===== config.mk =====
export PLATFORM = sky130hd
export DESIGN_NAME = bsp_top
export DESIGN_NICKNAME = d
export VERILOG_FILES = /design/src/shared/bsp_pkg.sv /design/src/shared/bsp_tap_if.sv /design/src/design/bsp_clkgen.sv /design/src/design/bsp_tap.sv /design/src/design/bsp_top.sv
export SDC_FILE = /design/constraint.sdc
export NUM_CORES = 1
export LEC_CHECK = 0
export ABC_CLOCK_PERIOD_IN_PS = 1600
export BUFFER_PORTS_ARGS = -buffer_cell sky130_fd_sc_hd__buf_2
export CORE_MARGIN = 2
export CORE_UTILIZATION = 40
export DETAILED_ROUTE_END_ITERATION = 16
export GPL_ROUTABILITY_DRIVEN = 0
export HOLD_SLACK_MARGIN = 0.02
export PLACE_DENSITY = 0.67
export SLEW_MARGIN = 20
export SYNTH_ARGS = -nofsm -noshare
export SYNTH_HDL_FRONTEND = slang
export SYNTH_SLANG_ARGS = --single-unit

===== constraint.sdc =====
create_clock -name aclk -period 1.6 [get_ports aclk]
set_input_delay 0.08 -clock aclk [delete_from_list [all_inputs] [get_ports aclk]]
set_output_delay 0.08 -clock aclk [all_outputs]
set_load 0.05 [all_outputs]

===== src/shared/bsp_pkg.sv =====
// Shared constants and types of the strap and pin select block
package bsp_pkg;
  localparam int         AW         = 8;
  localparam int         NREQ       = 6;
  localparam int         NCLK       = 7;
  localparam int         NINT       = 4;
  localparam int         NGP        = 4;
  localparam logic [7:0] OFS_MODE   = 8'h00;
  localparam logic [7:0] OFS_CTRL   = 8'h04;
  localparam logic [7:0] OFS_GPO    = 8'h08;
  localparam logic [7:0] OFS_PINS   = 8'h0c;
  localparam logic [7:0] OFS_INTD   = 8'h10;
  localparam logic [7:0] OFS_CMSK   = 8'h14;
  localparam logic [1:0] RESP_OK    = 2'h0;
  localparam logic [1:0] RESP_ERR   = 2'h2;
  localparam logic [6:0] CMSK_RST   = 7'h7f;
  localparam logic [5:0] GNT_IDLE   = 6'h3f;
  localparam logic [3:0] IR_IDCODE  = 4'h1;
  localparam logic [3:0] IR_MFG     = 4'h8;
  localparam logic [3:0] IR_BYPASS  = 4'hf;
  localparam logic [3:0] IR_CAPT    = 4'h1;
  // Arbitrary value
  localparam logic [31:0] IDCODE_VAL = 32'h0000_0001;

  typedef struct packed {
    logic hotplug;
    logic ext_arb;
    logic reverse;
    logic nontrans;
    logic smbus;
    logic test;
  } bsp_mode_t;

  typedef enum logic [3:0] {
    ST_TLR, ST_RTI, ST_SDR, ST_CDR, ST_SHDR, ST_E1DR, ST_PDR, ST_E2DR,
    ST_UDR, ST_SIR, ST_CIR, ST_SHIR, ST_E1IR, ST_PIR, ST_E2IR, ST_UIR
  } bsp_tap_st_t;
endpackage


===== src/shared/bsp_tap_if.sv =====
// Carrier between the top and the scan port controller
`timescale 1ns/100ps
interface bsp_tap_if;
  logic       tck_rise;
  logic       tck_fall;
  logic       tms;
  logic       tdi;
  logic       trst_n;
  logic       test_en;
  logic       tdo;
  logic [7:0] treg;
  modport ctl (input tck_rise, tck_fall, tms, tdi, trst_n, test_en, output tdo, treg);
  modport src (output tck_rise, tck_fall, tms, tdi, trst_n, test_en, input tdo, treg);
endinterface


===== src/design/bsp_clkgen.sv =====
// Bus clock fan-out and feedback clock edge detect
`timescale 1ns/100ps
module bsp_clkgen
(
  input  wire logic                     aclk,
  input  wire logic                     aresetn,
  input  wire logic                     clk_in,
  input  wire logic                     gen_en,
  input  wire logic                     fb_in,
  input  wire logic [bsp_pkg::NCLK-1:0] mask,
  output logic      [bsp_pkg::NCLK-1:0] clk_out,
  output logic                          fb_rise
);
  typedef struct packed {
    logic                     ci1;
    logic                     ci2;
    logic                     en1;
    logic                     en2;
    logic                     fb1;
    logic                     fb2;
    logic                     fb3;
    logic [bsp_pkg::NCLK-1:0] out;
    logic                     rise;
  } bsp_cg_t;

  bsp_cg_t r_reg;
  bsp_cg_t r_next;

  always_comb
  begin
    r_next     = r_reg;
    r_next.ci1 = clk_in;
    r_next.ci2 = r_reg.ci1;
    r_next.en1 = gen_en;
    r_next.en2 = r_reg.en1;
    r_next.fb1 = fb_in;
    r_next.fb2 = r_reg.fb1;
    r_next.fb3 = r_reg.fb2;
    // Follows the input clock only well below half of aclk
    r_next.out  = r_reg.en2 ? ({bsp_pkg::NCLK{r_reg.ci2}} & mask) : '0;
    r_next.rise = r_reg.fb2 & ~r_reg.fb3;
    if (!aresetn)
    begin
      r_next = '0;
    end
  end

  always_ff @(posedge aclk)
  begin
    r_reg <= r_next;
  end

  assign clk_out = r_reg.out;
  assign fb_rise = r_reg.rise;
endmodule


===== src/design/bsp_tap.sv =====
// Boundary-scan port controller with id, bypass and test registers
`timescale 1ns/100ps
module bsp_tap
(
  input  wire logic aclk,
  input  wire logic aresetn,
  bsp_tap_if.ctl    jt
);
  typedef struct packed {
    bsp_pkg::bsp_tap_st_t st;
    logic [3:0]           ir;
    logic [3:0]           irs;
    logic [31:0]          dr;
    logic [7:0]           treg;
    logic                 tdo;
  } bsp_tap_t;

  bsp_tap_t   r_reg;
  bsp_tap_t   r_next;
  logic [3:0] inst;
  logic       tms;

  always_comb
  begin
    r_next = r_reg;
    tms    = jt.tms;
    inst   = (r_reg.ir == bsp_pkg::IR_MFG && !jt.test_en) ? bsp_pkg::IR_BYPASS : r_reg.ir;
    if (jt.tck_rise)
    begin
      case (r_reg.st)
        bsp_pkg::ST_TLR:  r_next.st = tms ? bsp_pkg::ST_TLR  : bsp_pkg::ST_RTI;
        bsp_pkg::ST_RTI:  r_next.st = tms ? bsp_pkg::ST_SDR  : bsp_pkg::ST_RTI;
        bsp_pkg::ST_SDR:  r_next.st = tms ? bsp_pkg::ST_SIR  : bsp_pkg::ST_CDR;
        bsp_pkg::ST_CDR:  r_next.st = tms ? bsp_pkg::ST_E1DR : bsp_pkg::ST_SHDR;
        bsp_pkg::ST_SHDR: r_next.st = tms ? bsp_pkg::ST_E1DR : bsp_pkg::ST_SHDR;
        bsp_pkg::ST_E1DR: r_next.st = tms ? bsp_pkg::ST_UDR  : bsp_pkg::ST_PDR;
        bsp_pkg::ST_PDR:  r_next.st = tms ? bsp_pkg::ST_E2DR : bsp_pkg::ST_PDR;
        bsp_pkg::ST_E2DR: r_next.st = tms ? bsp_pkg::ST_UDR  : bsp_pkg::ST_SHDR;
        bsp_pkg::ST_UDR:  r_next.st = tms ? bsp_pkg::ST_SDR  : bsp_pkg::ST_RTI;
        bsp_pkg::ST_SIR:  r_next.st = tms ? bsp_pkg::ST_TLR  : bsp_pkg::ST_CIR;
        bsp_pkg::ST_CIR:  r_next.st = tms ? bsp_pkg::ST_E1IR : bsp_pkg::ST_SHIR;
        bsp_pkg::ST_SHIR: r_next.st = tms ? bsp_pkg::ST_E1IR : bsp_pkg::ST_SHIR;
        bsp_pkg::ST_E1IR: r_next.st = tms ? bsp_pkg::ST_UIR  : bsp_pkg::ST_PIR;
        bsp_pkg::ST_PIR:  r_next.st = tms ? bsp_pkg::ST_E2IR : bsp_pkg::ST_PIR;
        bsp_pkg::ST_E2IR: r_next.st = tms ? bsp_pkg::ST_UIR  : bsp_pkg::ST_SHIR;
        bsp_pkg::ST_UIR:  r_next.st = tms ? bsp_pkg::ST_SDR  : bsp_pkg::ST_RTI;
        default:          r_next.st = bsp_pkg::ST_TLR;
      endcase
      case (r_reg.st)
        bsp_pkg::ST_TLR:  r_next.ir  = bsp_pkg::IR_IDCODE;
        bsp_pkg::ST_CIR:  r_next.irs = bsp_pkg::IR_CAPT;
        bsp_pkg::ST_SHIR: r_next.irs = {jt.tdi, r_reg.irs[3:1]};
        bsp_pkg::ST_UIR:  r_next.ir  = r_reg.irs;
        bsp_pkg::ST_CDR:
          r_next.dr = (inst == bsp_pkg::IR_IDCODE) ? bsp_pkg::IDCODE_VAL :
                      (inst == bsp_pkg::IR_MFG) ? {24'h0, r_reg.treg} : '0;
        bsp_pkg::ST_SHDR:
          r_next.dr = (inst == bsp_pkg::IR_IDCODE) ? {jt.tdi, r_reg.dr[31:1]} :
                      (inst == bsp_pkg::IR_MFG) ? {24'h0, jt.tdi, r_reg.dr[7:1]} :
                      {31'h0, jt.tdi};
        bsp_pkg::ST_UDR:
          r_next.treg = (inst == bsp_pkg::IR_MFG) ? r_reg.dr[7:0] : r_reg.treg;
        default:          r_next.tdo = r_reg.tdo;
      endcase
    end
    else if (jt.tck_fall)
    begin
      r_next.tdo = (r_reg.st == bsp_pkg::ST_SHIR) ? r_reg.irs[0] : r_reg.dr[0];
    end
    if (!aresetn || !jt.trst_n)
    begin
      r_next    = '0;
      r_next.st = bsp_pkg::ST_TLR;
      r_next.ir = bsp_pkg::IR_IDCODE;
    end
  end

  always_ff @(posedge aclk)
  begin
    r_reg <= r_next;
  end

  assign jt.tdo  = r_reg.tdo;
  assign jt.treg = r_reg.treg;
endmodule


===== src/design/bsp_top.sv =====
// Top of the strap capture, pin function select and scan port block
//
// The address map and the AXI4-Lite interface to the registers are this design's own decisions.
`timescale 1ns/100ps
module bsp_top
(
  input  wire logic                   aclk,
  input  wire logic                   aresetn,
  input  wire logic [bsp_pkg::AW-1:0] awaddr,
  input  wire logic                   awvalid,
  output logic                        awready,
  input  wire logic [31:0]            wdata,
  input  wire logic [3:0]             wstrb,
  input  wire logic                   wvalid,
  output logic                        wready,
  output logic      [1:0]             bresp,
  output logic                        bvalid,
  input  wire logic                   bready,
  input  wire logic [bsp_pkg::AW-1:0] araddr,
  input  wire logic                   arvalid,
  output logic                        arready,
  output logic      [31:0]            rdata,
  output logic      [1:0]             rresp,
  output logic                        rvalid,
  input  wire logic                   rready,
  input  wire logic                   test_select_strap,
  input  wire logic                   serial_port_select_strap,
  input  wire logic                   transparency_strap,
  input  wire logic                   hotplug_mask_strap,
  input  wire logic                   direction_strap,
  input  wire logic                   central_function_strap,
  input  wire logic                   bus_reset_n,
  input  wire logic [5:0]             req_n_i,
  output logic      [5:0]             gnt_n_o,
  output logic      [5:0]             gnt_n_oe,
  output logic                        bus_park_oe,
  input  wire logic                   interrupt_line_a_n_i,
  output logic                        interrupt_line_a_n_o,
  output logic                        interrupt_line_a_n_oe,
  input  wire logic                   interrupt_line_b_n_i,
  output logic                        interrupt_line_b_n_o,
  output logic                        interrupt_line_b_n_oe,
  input  wire logic                   interrupt_line_c_n_i,
  output logic                        interrupt_line_c_n_o,
  output logic                        interrupt_line_c_n_oe,
  input  wire logic                   interrupt_line_d_n_i,
  output logic                        interrupt_line_d_n_o,
  output logic                        interrupt_line_d_n_oe,
  input  wire logic                   bus_clock_input,
  input  wire logic                   clock_generator_enable,
  input  wire logic                   feedback_clock_input,
  output logic      [6:0]             bus_clock_outputs,
  input  wire logic                   tck,
  input  wire logic                   tms,
  input  wire logic                   tdi,
  input  wire logic                   trst_n,
  output logic                        tdo,
  output logic                        test_mode,
  output logic                        smbus_mode,
  output logic                        nontransparent_mode,
  output logic                        reverse_mode,
  output logic                        external_arbiter,
  output logic                        hotplug_enable
);
  //------------------------------------------------------------
  // Types and state
  //------------------------------------------------------------
  typedef struct packed {
    bsp_pkg::bsp_mode_t strap;
    logic [5:0]         req_n;
    logic [3:0]         intl_n;
    logic               brst_n;
    logic               tck;
    logic               tms;
    logic               tdi;
    logic               trst_n;
  } bsp_pins_t;

  typedef struct packed {
    bsp_pins_t          p1;
    bsp_pins_t          p2;
    logic               tck_d;
    bsp_pkg::bsp_mode_t mode;
    logic [5:0]         gnt;
    logic [5:0]         gnt_n;
    logic               breq;
    logic [3:0]         general_outputs;
    logic [3:0]         intd;
    logic [6:0]         cmsk;
    logic               aw_ok;
    logic               w_ok;
    logic [7:0]         awa;
    logic [31:0]        wd;
    logic [3:0]         ws;
    logic               awready;
    logic               wready;
    logic               bvalid;
    logic [1:0]         bresp;
    logic               arready;
    logic               rvalid;
    logic [1:0]         rresp;
    logic [31:0]        rdata;
  } bsp_state_t;

  typedef struct packed {
    logic [5:0] gnt;
    logic [3:0] intl;
    logic       park;
  } bsp_oe_t;

  bsp_state_t r;
  bsp_state_t n;
  bsp_oe_t    oe_reg;
  bsp_oe_t    oe_next;
  bsp_pins_t  pins;
  logic [5:0] req;
  logic [6:0] clk_mask;
  logic       fb_rise;
  logic       wr_hit;
  bsp_tap_if  jt ();

  //------------------------------------------------------------
  // Helpers
  //------------------------------------------------------------
  function automatic logic sel(input logic [7:0] a, input logic [7:0] ofs);
    sel = (a[7:2] == ofs[7:2]);
  endfunction

  function automatic logic [31:0] wmerge(input logic [31:0] o,
                                         input logic [31:0] d,
                                         input logic [3:0]  s);
    logic [31:0] v;
    v = o;
    for (int i = 0; i < 4; i++)
    begin
      if (s[i])
      begin
        v[i*8 +: 8] = d[i*8 +: 8];
      end
    end
    wmerge = v;
  endfunction

  function automatic logic mapped(input logic [7:0] a);
    mapped = sel(a, bsp_pkg::OFS_MODE) || sel(a, bsp_pkg::OFS_CTRL) ||
             sel(a, bsp_pkg::OFS_GPO) || sel(a, bsp_pkg::OFS_PINS) ||
             sel(a, bsp_pkg::OFS_INTD) || sel(a, bsp_pkg::OFS_CMSK);
  endfunction

  //------------------------------------------------------------
  // Pin gathering
  //------------------------------------------------------------
  assign pins.strap.hotplug  = hotplug_mask_strap;
  assign pins.strap.ext_arb  = central_function_strap;
  assign pins.strap.reverse  = direction_strap;
  assign pins.strap.nontrans = transparency_strap;
  assign pins.strap.smbus    = serial_port_select_strap;
  assign pins.strap.test     = test_select_strap;
  assign pins.req_n          = req_n_i;
  assign pins.intl_n         = {interrupt_line_d_n_i, interrupt_line_c_n_i,
                                interrupt_line_b_n_i, interrupt_line_a_n_i};
  assign pins.brst_n         = bus_reset_n;
  assign pins.tck            = tck;
  assign pins.tms            = tms;
  assign pins.tdi            = tdi;
  assign pins.trst_n         = trst_n;

  //------------------------------------------------------------
  // Main next-state logic
  //------------------------------------------------------------
  always_comb
  begin
    n      = r;
    n.p1   = pins;
    n.p2   = r.p1;
    n.tck_d = r.p2.tck;
    req    = ~r.p2.req_n;
    wr_hit = 1'b0;

    // Internal arbiter stepped by the feedback clock, or request and general outputs for an external arbiter
    if (r.mode.ext_arb)
    begin
      n.gnt   = '0;
      n.gnt_n = {r.general_outputs, 1'b1, ~r.breq};
    end
    else
    begin
      if (fb_rise && ((r.gnt & req) == '0))
      begin
        n.gnt = 6'(req & (~req + 6'h01));
      end
      n.gnt_n = ~n.gnt;
    end

    // Write address and data, in either order
    if (awvalid && r.awready)
    begin
      n.aw_ok = 1'b1;
      n.awa   = awaddr;
    end
    if (wvalid && r.wready)
    begin
      n.w_ok = 1'b1;
      n.wd   = wdata;
      n.ws   = wstrb;
    end
    if (r.bvalid && bready)
    begin
      n.bvalid = 1'b0;
    end
    if (r.aw_ok && r.w_ok && !r.bvalid)
    begin
      n.aw_ok  = 1'b0;
      n.w_ok   = 1'b0;
      n.bvalid = 1'b1;
      wr_hit   = mapped(r.awa);
      n.bresp  = wr_hit ? bsp_pkg::RESP_OK : bsp_pkg::RESP_ERR;
      if (sel(r.awa, bsp_pkg::OFS_CTRL))
      begin
        n.breq = 1'(wmerge({31'h0, r.breq}, r.wd, r.ws));
      end
      if (sel(r.awa, bsp_pkg::OFS_GPO))
      begin
        n.general_outputs = 4'(wmerge({28'h0, r.general_outputs}, r.wd, r.ws));
      end
      if (sel(r.awa, bsp_pkg::OFS_INTD))
      begin
        // Drive held until software clears it
        n.intd = 4'(wmerge({28'h0, r.intd}, r.wd, r.ws));
      end
      if (sel(r.awa, bsp_pkg::OFS_CMSK))
      begin
        n.cmsk = 7'(wmerge({25'h0, r.cmsk}, r.wd, r.ws));
      end
    end

    // Read channel
    if (r.rvalid && rready)
    begin
      n.rvalid = 1'b0;
    end
    if (arvalid && r.arready)
    begin
      n.rvalid = 1'b1;
      n.rresp  = mapped(araddr) ? bsp_pkg::RESP_OK : bsp_pkg::RESP_ERR;
      n.rdata  = '0;
      if (sel(araddr, bsp_pkg::OFS_MODE))
      begin
        n.rdata = {16'h0, jt.treg, 2'h0, r.mode};
      end
      else if (sel(araddr, bsp_pkg::OFS_CTRL))
      begin
        n.rdata = {31'h0, r.breq};
      end
      else if (sel(araddr, bsp_pkg::OFS_GPO))
      begin
        n.rdata = {28'h0, r.general_outputs};
      end
      else if (sel(araddr, bsp_pkg::OFS_PINS))
      begin
        n.rdata = {23'h0, ~r.p2.req_n[0], r.p2.intl_n, r.p2.req_n[5:2]};
      end
      else if (sel(araddr, bsp_pkg::OFS_INTD))
      begin
        n.rdata = {28'h0, r.intd};
      end
      else if (sel(araddr, bsp_pkg::OFS_CMSK))
      begin
        n.rdata = {25'h0, r.cmsk};
      end
    end

    n.awready = !n.aw_ok && !n.bvalid;
    n.wready  = !n.w_ok && !n.bvalid;
    n.arready = !n.rvalid;

    if (!aresetn)
    begin
      n       = '0;
      n.cmsk  = bsp_pkg::CMSK_RST;
      n.gnt_n = bsp_pkg::GNT_IDLE;
      n.p1    = pins;
      n.p2    = r.p1;
      n.mode  = r.p2.strap;
    end
  end

  always_ff @(posedge aclk)
  begin
    r <= n;
  end

  //------------------------------------------------------------
  // Output enables, cleared at once by bus reset
  //------------------------------------------------------------
  always_comb
  begin
    oe_next = '0;
    if (aresetn && r.p2.brst_n)
    begin
      oe_next.gnt  = '1;
      oe_next.intl = r.mode.reverse ? r.intd : '0;
      oe_next.park = !r.mode.ext_arb && (r.gnt == '0) && (req == '0);
    end
  end

  always_ff @(posedge aclk or negedge bus_reset_n)
  begin
    if (!bus_reset_n)
    begin
      oe_reg <= '0;
    end
    else
    begin
      oe_reg <= oe_next;
    end
  end

  //------------------------------------------------------------
  // Clocks and scan port
  //------------------------------------------------------------
  assign clk_mask = r.mode.hotplug ? r.cmsk : bsp_pkg::CMSK_RST;

  bsp_clkgen u_clk
  (
    .aclk    (aclk),
    .aresetn (aresetn),
    .clk_in  (bus_clock_input),
    .gen_en  (clock_generator_enable),
    .fb_in   (feedback_clock_input),
    .mask    (clk_mask),
    .clk_out (bus_clock_outputs),
    .fb_rise (fb_rise)
  );

  assign jt.tck_rise = r.p2.tck & ~r.tck_d;
  assign jt.tck_fall = ~r.p2.tck & r.tck_d;
  assign jt.tms      = r.p2.tms;
  assign jt.tdi      = r.p2.tdi;
  assign jt.trst_n   = r.p2.trst_n;
  assign jt.test_en  = r.mode.test;

  bsp_tap u_tap
  (
    .aclk    (aclk),
    .aresetn (aresetn),
    .jt      (jt)
  );

  //------------------------------------------------------------
  // Outputs
  //------------------------------------------------------------
  assign awready               = r.awready;
  assign wready                = r.wready;
  assign bvalid                = r.bvalid;
  assign bresp                 = r.bresp;
  assign arready               = r.arready;
  assign rvalid                = r.rvalid;
  assign rresp                 = r.rresp;
  assign rdata                 = r.rdata;
  assign gnt_n_o               = r.gnt_n;
  assign gnt_n_oe              = oe_reg.gnt;
  assign bus_park_oe           = oe_reg.park;
  assign interrupt_line_a_n_o  = 1'b0;
  assign interrupt_line_b_n_o  = 1'b0;
  assign interrupt_line_c_n_o  = 1'b0;
  assign interrupt_line_d_n_o  = 1'b0;
  assign interrupt_line_a_n_oe = oe_reg.intl[0];
  assign interrupt_line_b_n_oe = oe_reg.intl[1];
  assign interrupt_line_c_n_oe = oe_reg.intl[2];
  assign interrupt_line_d_n_oe = oe_reg.intl[3];
  assign tdo                   = jt.tdo;
  assign test_mode             = r.mode.test;
  assign smbus_mode            = r.mode.smbus;
  assign nontransparent_mode   = r.mode.nontrans;
  assign reverse_mode          = r.mode.reverse;
  assign external_arbiter      = r.mode.ext_arb;
  assign hotplug_enable        = r.mode.hotplug;
endmodule


After elaboration in Yosys (flattened, before gate mapping):

Cells that the tools add are included.

* flip-flop bits (word level): 218
* output and inout bits: 76

* add/subtract/negate cells: 1
* eq/ne operators: 28
* multiplexer cells: 43
* bitwise gates (word level): 16
* reduce and logical (&&, ||, !) cells: 57

Operators by type and width (count)
* $mux W32: 2
* $pmux W32 S2: 1
* $pmux W4 S12: 1
* $eq A4 B4 Y1 const B: 10
* $mux W35: 1
* $logic_not A6 Y1: 5
* $mux W9: 3
* $eq A6 B2 Y1 const B: 4
* $eq A6 B3 Y1 const B: 4
* $mux W4: 6
* $mux W7: 3
* $mux W6: 3
* $not A6 Y6: 3
* $eq A4 B3 Y1 const B: 4
* $mux W16: 1
* $mux W8: 2
* $pmux W4 S2: 2
* $reduce_and A3 Y1: 5
* $logic_and A1 B1 Y1: 14
* $and A6 B6 Y6: 2
* $eq A6 B1 Y1 const B: 2
* $mux W2: 6
* $logic_or A1 B1 Y1: 11
* $mux W11: 1
* other kinds (14): 49

Depth between registers and ports, before layout:

Gate-level depths: netlist (run 1).

* depth after elaboration: 10
* mapped depth: 6

Modules after synthesis:

From an unflattened synthesis (run 1), not the netlist that was laid out.

* cell total of the unflattened synthesis: 788
* area, all modules: 7418.4 µm²

By module, submodules not included
* bsp_top: instances 1, cells an instance 461, area each 4521.8 µm², sequential area each 2532.4 µm²
* bsp_tap: instances 1, cells an instance 289, area each 2404.8 µm², sequential area each 1061.0 µm²
* bsp_clkgen: instances 1, cells an instance 38, area each 491.7 µm², sequential area each 300.3 µm²

Least setup slack after synthesis (run 1):

OpenSTA, ideal clock, no wires.

* path type: reg-to-reg
* from: register r (netlist bit test_mode)
* to: register u_tap.r_reg (netlist bit u_tap.jt.treg[0])
* arrival time: 1.721 ns
* setup slack: -0.249 ns
* stages on the path, launching flop included: 6
* path buffers: 1
* path through: edfxtp_1 -> and3b_1 -> clkbuf_1 -> nand4_1 -> mux2i_1 -> nor2_1

* word-level cells in the longest chain between the ends: 5

RTL lines
* from (decl): line bsp_top.sv:111 `bsp_state_t r;`
* from (signal assigned): line bsp_top.sv:290 `r <= n;`
* $logic_not A1 Y1: line bsp_tap.sv:27 `inst = (r_reg.ir == bsp_pkg::IR_MFG && !jt.test_en) ? bsp_pkg::IR_BYPASS : r_reg.ir;`
* $logic_and A1 B1 Y1: line bsp_tap.sv:27
* $mux W4: line bsp_tap.sv:27
* $eq A4 B4 Y1: line bsp_tap.sv:62 `r_next.treg = (inst == bsp_pkg::IR_MFG) ? r_reg.dr[7:0] : r_reg.treg;`
* $reduce_and A3 Y1 (no line)
* to (signal assigned): line bsp_tap.sv:80 `r_reg <= r_next;`
* to (decl): line bsp_tap.sv:18 `bsp_tap_t r_reg;`

Every way passes these cells.
A chain may end at the register's enable or synchronous reset.

Final worst setup path (run 1):

* from: register r[109] (netlist name)
* to: register r (netlist bit gnt_n_o[0])

* word-level cells in the longest chain between the ends: 7

RTL lines
* $and A6 B6 Y6: line bsp_top.sv:188 `if (fb_rise && ((r.gnt & req) == '0))`
* $logic_not A6 Y1: line bsp_top.sv:188
* $logic_and A1 B1 Y1: line bsp_top.sv:188
* $mux W6 *: line bsp_top.sv:188
* $mux W6 *: line bsp_top.sv:181 `if (r.mode.ext_arb)`
* $not A6 Y6 *: line bsp_top.sv:192 `n.gnt_n = ~n.gnt;`
* $mux W6 *: line bsp_top.sv:181

Mark *: on every way between the ends. The rest lies on a longest branch, timed or not. The select of a mux whose other input is x is not followed.

==> results of run 1 <==
==> cells by family after synthesis <==
kind of cell	Yosys count	synth area share, %
AOI/OAI and AO/OA	158	15.12
xor gates and xnor gates	1	0.1200
buffers and inverters	119	9.705
DFF	190	53.36
muxes	35	4.921
other	1	0.05139
and+or+nand+nor	239	16.72
==> worst max-delay path: stages (launching register included) <==
cell and delay, ns:
dfxtp_2 0.33, nor2b_4 0.11, a221o_1 0.36, buf_4 0.18, or3_4 0.36, a31o_1 0.24
==> final cells by class <==
cell class	instances	area, sq um
Tap cell	229	286.5
Clock inverter	9	71.32
Inverter	16	60.06
Clock buffer	23	490.5
Sequential cell	190	3906
Multi-Input combinational cell	455	2848
Timing Repair Buffer	212	1562
Fill cell	1619	8678
==> how the worst max path moves through the flow <==
| stage | slack (ns) | cells after the start | end | start |
|---|---|---|---|---|
| 2_1_floorplan | -0.20 | 5 | u_tap.r_reg[10] | test_mode |
| 3_3_place_gp | -0.06 | 6 | u_tap.r_reg[49] | u_tap.r_reg[50] |
| 3_5_place_dp | -0.09 | 5 | u_tap.r_reg[15] | u_tap.r_reg[51] |
| 4_1_cts | -0.05 | 5 | gnt_n_o[0] | r[109] |
| 5_1_grt | -0.12 | 5 | gnt_n_o[0] | r[109] |
| 6_report | -0.10 | 5 | gnt_n_o[0] | r[109] |
==> layout by cell type, fill, tap and decap left out, types with 7 or more instances in the layout <==
cell type      count
dfxtp_1          168
buf_2            104
nor2_1            74
nand2_1           55
buf_4             51
a21oi_1           48
dlygate4sd3_1     47
a22oi_1           33
mux2i_1           28
conb_1            22
clkbuf_16         21
and2_1            16
nand3_1           16
inv_1             14
o21ai_0           13
nor3_1            11
nor2b_1           11
nand4_1           10
dfxtp_2           10
nand2b_1           7
a221oi_2           7
a31oi_1            7
mux2_2             7
==> power groups by stage <==
| stage | Clock, W | Combinational [W] | Sequential, W |
|---|---|---|---|
| 2_1_floorplan | 0 | 0.000519 | 0.00510 |
| 3_3_place_gp | 0 | 0.000728 | 0.00507 |
| 3_5_place_dp | 0 | 0.000732 | 0.00507 |
| 4_1_cts | 0.00411 | 0.000821 | 0.00496 |
| 5_1_grt | 0.00431 | 0.000889 | 0.00497 |
| 6_report | 0.00402 | 0.000832 | 0.00496 |
==> metrics by stage <==
step	cell area [sq um]	cells
4_1_cts	9082	1131
3_3_place_gp	7996	1048
2_1_floorplan	7390	764
6_report	9224	1134
3_5_place_dp	7996	1048
5_1_grt	9224	1134
==> routing by layer <==
metal	global-route usage [%]	share of wire [%]	vias to the layer above
met5	0	0	-
li1	-	-	2828
met3	4.144	5.2	21
met1	21.70	45	2745
met4	5.901	1.6	0
met2	29.04	48	173
==> repair_timing <==
action / CTS / global route
hold endpoints to repair: 47 / 0
setup buffers: 4 / 1
endpoints found under the setup margin: 39 / 47
pin swaps: 4 / 21
gates resized for setup: 8 / 16
hold buffers: 47 / 0
cloned: 0 / 3
==> impl_results.md, run 1 <==
- Status: complete, but fails checks
- Failing checks: negative setup slack
- Pre-CTS setup slack: -0.09414 ns
- Most common cell in the netlist: dfxtp_1
- Hold EP: r[86]
- Req. time, crit path: 1.91 ns
- Internal: 0.007373 W
- # DRC: 0
- RSZ-0062 raised after global routing: true
- Fin worst setup slack: -0.1002 ns
- Ranking of synthesized cells by area: dfxtp_1, buf_4, mux2i_1
- Vias in the first global route: 5,462
- Via density: 5.086
- Number of core rows: 49
- Max VDD drop: 805.5 uV
- Max Root-Sink Buffers: 2
- Cell depth of the worst hold path: 3
- Critical path arrival: 2.01 ns
- Chip Height: 139.1 microns
- Critical path class: flop to flop
- Area leader, netlist: dfxtp_1
- Period utilisation layout: 106.3%
- Maxcap violations: 0
- Layout cells sized above 1: 26.52%
- IO Port Bufs: 104
- Clock root buffer: clkbuf_16
- Seq pwr share: 50.5%
- Worst R2R Setup Slack: -0.10 ns
- Min-delay src: aresetn
- Post-synthesis async set-or-reset flop share: 3.158%
- Worst-case reg-to-reg path depth: 5
- Hold Vio Cnt, Final: 0
- First-pass GRT wire length: 26,890 microns
- Post-Syn Area: 7297 sq um
- Top Ports: 159
- Final core utilization: 51.52%
- H-tree depth: 4
- Wire length per cell: 14.97 microns
- Pins Over Slew Limit: 0
- Total routed wirelength: 16,980 microns
- Reg clk slew, reported paths: 0.07 ns
- Detail Placement HPWL: 11,330 microns
- Synthesis warning total: 0
- Cts bufs inserted: 17
- Worst skew pair latency: 0.43 ns
- Top-area cell type share of the netlist area: 48.83%
- Crit Path Max Fanout: 6
- Drt pass-1 iters: 7
- Fmax achieved: 588.2 MHz
- Diode count: 0
- GR Overflow Total: 0
- Lkg Pwr: 3.976 nW
- Avg Inst Size Synth: 9.821 sq um
- Final min period: 1.700 ns
- Final setup violation count: 25
- Final Net Count: 975
- Via count: 5,767
- Hold WS: 0.04713 ns
- Antenna-violating nets left: 0
- Total Die Area: 19,340 sq um
- Cells after Synth: 743
- Ys flop type: dfxtp_1
- Seq/Total Area, Yosys: 53.36%
- CTS tree: built
- Worst Skew: 0.01194 ns
- Antenna violations before repair: 0
- Synth top cells by count: dfxtp_1, nor2_1, buf_4
- Clk pwr share: 41.0%
- Pwr Density: 1065 nW/um^2
- Reg2reg end: gnt_n_o[0]
- Post-synthesis cell type count: 66
- Area grow syn2layout: 26.41%
- Switching share of power: 24.92%
- Die span in x: 139.1 microns
- Max reg flops: 78
- Starting density of the core: 40.76%
- Comb power frac: 8.5%
- HP Class: input pin to flop
- Sink Count: 190
- Setup tns final: -0.6957 ns
- RR Startpoint: r[109]
- 1st-iter DRT viols: 294
- Largest net degree at the start of global routing: 49
- Yosys reg bits: 190
- Number of synthesized flops with an enable pin: 6
- Total power: 0.009820 W
- Crit end category: flop
- GRT Util Overall: 17.23%
- Startpoint class of the critical path: flop
- Core Footprint: 17,900 sq um
- Psw: 0.002447 W
Power figures use the tool's default switching activity.
==> run 2, diff against run 1 <==
--- a/config.mk
+++ b/config.mk
@@ -7,7 +7,7 @@
 export LEC_CHECK = 0
 export ABC_CLOCK_PERIOD_IN_PS = 1600
 export BUFFER_PORTS_ARGS = -buffer_cell sky130_fd_sc_hd__buf_2
-export CORE_MARGIN = 2
+export CORE_MARGIN = 5
 export CORE_UTILIZATION = 40
 export DETAILED_ROUTE_END_ITERATION = 16
 export GPL_ROUTABILITY_DRIVEN = 0
==> impl_results.md, run 2 (same netlist as run 1, synthesis figures left out) <==
- Comb power frac: 8.4% (about the same)
- Via density: 5.037 (-0.95%)
- Most frequent cells in the layout: dfxtp_1, buf_2, nor2_1
- GRT Util Overall: 15.67% (-1.6 points)
- Crit end category: flop
- Pwr Density: 1067 nW/um^2 (+0.20%)
- GR Overflow Total: 0 (unchanged)
- Switching share of power: 24.91% (about the same)
- Min-delay src: aresetn
- HP Class: input pin to flop
- H-tree depth: 4 (unchanged)
- Psw: 0.002456 W (+0.36%)
- First-pass GRT wire length: 27,440 microns (+2.1%)
- RR Startpoint: u_tap.r_reg[47]
- Number of core rows: 49 (unchanged)
- Pre-CTS setup slack: -0.05475 ns (+0.03939 ns)
- Final non-filler cell total: 1,133 (-0.088%)
- Sink Count: 190 (unchanged)
- Via count: 5,707 (-1.0%)
- Final setup violation count: 24 (-4.0%)
- Die span in x: 145.1 microns (+4.3%)
- Worst skew pair latency: 0.42 ns (about the same)
- Core Footprint: 17,960 sq um (+0.34%)
- Largest net degree at the start of global routing: 31 (-37%)
- Chip Height: 145.1 microns (+4.3%)
- Commonest non-fill, non-tap cell in the layout: dfxtp_1
- Seq pwr share: 50.4% (about the same)
- Drt pass-1 iters: 5 (-2)
- Reg clk slew, reported paths: 0.07 ns (about the same)
- Total routed wirelength: 17,060 microns (+0.46%)
- Hold Vio Cnt, Final: 0 (unchanged)
- Critical path's largest stage delay: 0.56 ns (+0.20 ns)
- Area of all sequential standard cells: 3904 sq um (about the same)
- Antenna violations before repair: 0 (unchanged)
- Filler Cell Count: 1,617 (-0.12%)
- IO Port Bufs: 104 (unchanged)
- Clk pwr share: 41.2% (+0.2 points)
- Final core utilization: 51.45% (-0.078 points)
- Critical path class: flop to flop
- Antenna-violating nets left: 0 (unchanged)
- CP Buf/Inv Count: 2 (+1)
- Worst Skew: 0.01081 ns (-0.001132 ns)
- Diode count: 0 (unchanged)
- Critical path arrival: 2.01 ns (about the same)
- # DRC: 0 (unchanged)
- Final Net Count: 974 (-0.10%)
- CP most frequent cell: buf_12
- Layout cells sized above 1: 26.88% (+0.36 points)
- Maxcap violations: 0 (unchanged)
- Status: complete, but fails checks
- Delay-heaviest family, CP: simple AND/OR/NAND/NOR gates
- Fin worst setup slack: -0.06081 ns (+0.03943 ns)
- Total Die Area: 21,040 sq um (+8.8%)
- Cells after DPL: 1,047 (-0.095%)
- Vias in the first global route: 5,415 (-0.86%)
- Fmax achieved: 602.1 MHz (+2.4%)
- Cell Chain, Critical Path: or4b_4 > nor3_4 > buf_12 > buf_12 > a22oi_2 > nor2_2
- Req. time, crit path: 1.95 ns (+0.04 ns)
- Slowest-stage cell, CP: or4b_4
- Clock root buffer: clkbuf_16
- Pins Over Slew Limit: 0 (unchanged)
- Max VDD drop: 785.1 uV (-2.5%)
- RSZ-0062 raised after global routing: true
- Crit. Startpoint: u_tap.r_reg[47]
- Crit Path Max Fanout: 6 (unchanged)
- Detail Placement HPWL: 11,640 microns (+2.8%)
- CTS tree: built
- Failing checks: negative setup slack
- Internal: 0.007403 W (+0.41%)
- Area grow syn2layout: 26.65%
- Area of the multi-input gates: 2880 sq um (+1.1%)
- Max Root-Sink Buffers: 2 (unchanged)
- Period utilisation layout: 103.8% (-2.5 points)
- Top Ports: 159 (unchanged)
- Starting density of the core: 40.62% (-0.14 points)
- Startpoint class of the critical path: flop
- 1st-iter DRT viols: 328 (+12%)
- Max reg flops: 78 (unchanged)
- Final min period: 1.661 ns (-0.03943 ns)
- Cts bufs inserted: 17 (unchanged)
- Wire length per cell: 15.05 microns (+0.55%)
- Lkg Pwr: 3.976 nW (about the same)
[run 2: metrics by stage]
| step | instance area, sq um | power [W] | setup TNS, ns | hold WS [ns] |
|---|---|---|---|---|
| detailed placement | 7976 | 0.005799 | -0.3036 | -0.08725 |
| global placement | 7976 | 0.005793 | -0.1233 | -0.09231 |
| floorplan | 7390 | 0.005624 | -2.798 | -0.2156 |
| global route | 9241 | 0.01027 | -2.970 | 0.06121 |
| finish | 9241 | 0.009859 | -0.6002 | 0.04441 |
| CTS | 9050 | 0.009943 | -0.1696 | 0.04017 |
[run 2: metal layers]
metal / track usage, % / wire [microns]
met5: 0 / 0
met4: 5.410 / 348
met3: 3.929 / 1069
met2: 25.14 / 8327
met1: 20.70 / 7311
[run 2: path summary, 6_finish.rpt]
kind                       slack, ns  cells after the start                     to
min in group asynchronous       0.59                      3  interrupt_line_c_n_oe
min reg2reg                     0.33                      0                 r[141]
max in group asynchronous       0.81                      3  interrupt_line_d_n_oe
max reg2reg                    -0.06                      6        u_tap.r_reg[38]
max                            -0.06                      6        u_tap.r_reg[38]
min                             0.04                      3               bresp[1]
[run 2: area by class of cell]
type	count	area share, %
inverters	16	0.6499
multi-input cells	455	31.17
flip-flops and latches	190	42.24
repair buffers	211	16.63
clock buffers	19	4.793
clock inverters	13	1.422
well taps	229	3.100
[run 2: repair_timing]
item	4_1_cts	5_1_grt
endpoints found under the setup margin	14	45
gates resized for setup	5	21
pin swaps	1	12
gates cloned	0	3
endpoints found under the hold margin	48	0
hold buffers	48	0
setup buffers	1	2
[run 2: power by group through the flow]
stage | logic [W] | clock network, W | registers [W]
detailed placement | 0.000728 | 0 | 0.00507
global route | 0.000890 | 0.00440 | 0.00498
finish | 0.000832 | 0.00406 | 0.00496
floorplan | 0.000519 | 0 | 0.00510
CTS | 0.000817 | 0.00416 | 0.00496
global placement | 0.000724 | 0 | 0.00507
[run 2: worst register-to-register path: cells and delay by family (launching register included)]
family	cells	cell delay (ns)
buf+inv	2	0.26
simple gates	3	0.93
compound gates	1	0.07
flops	1	0.33
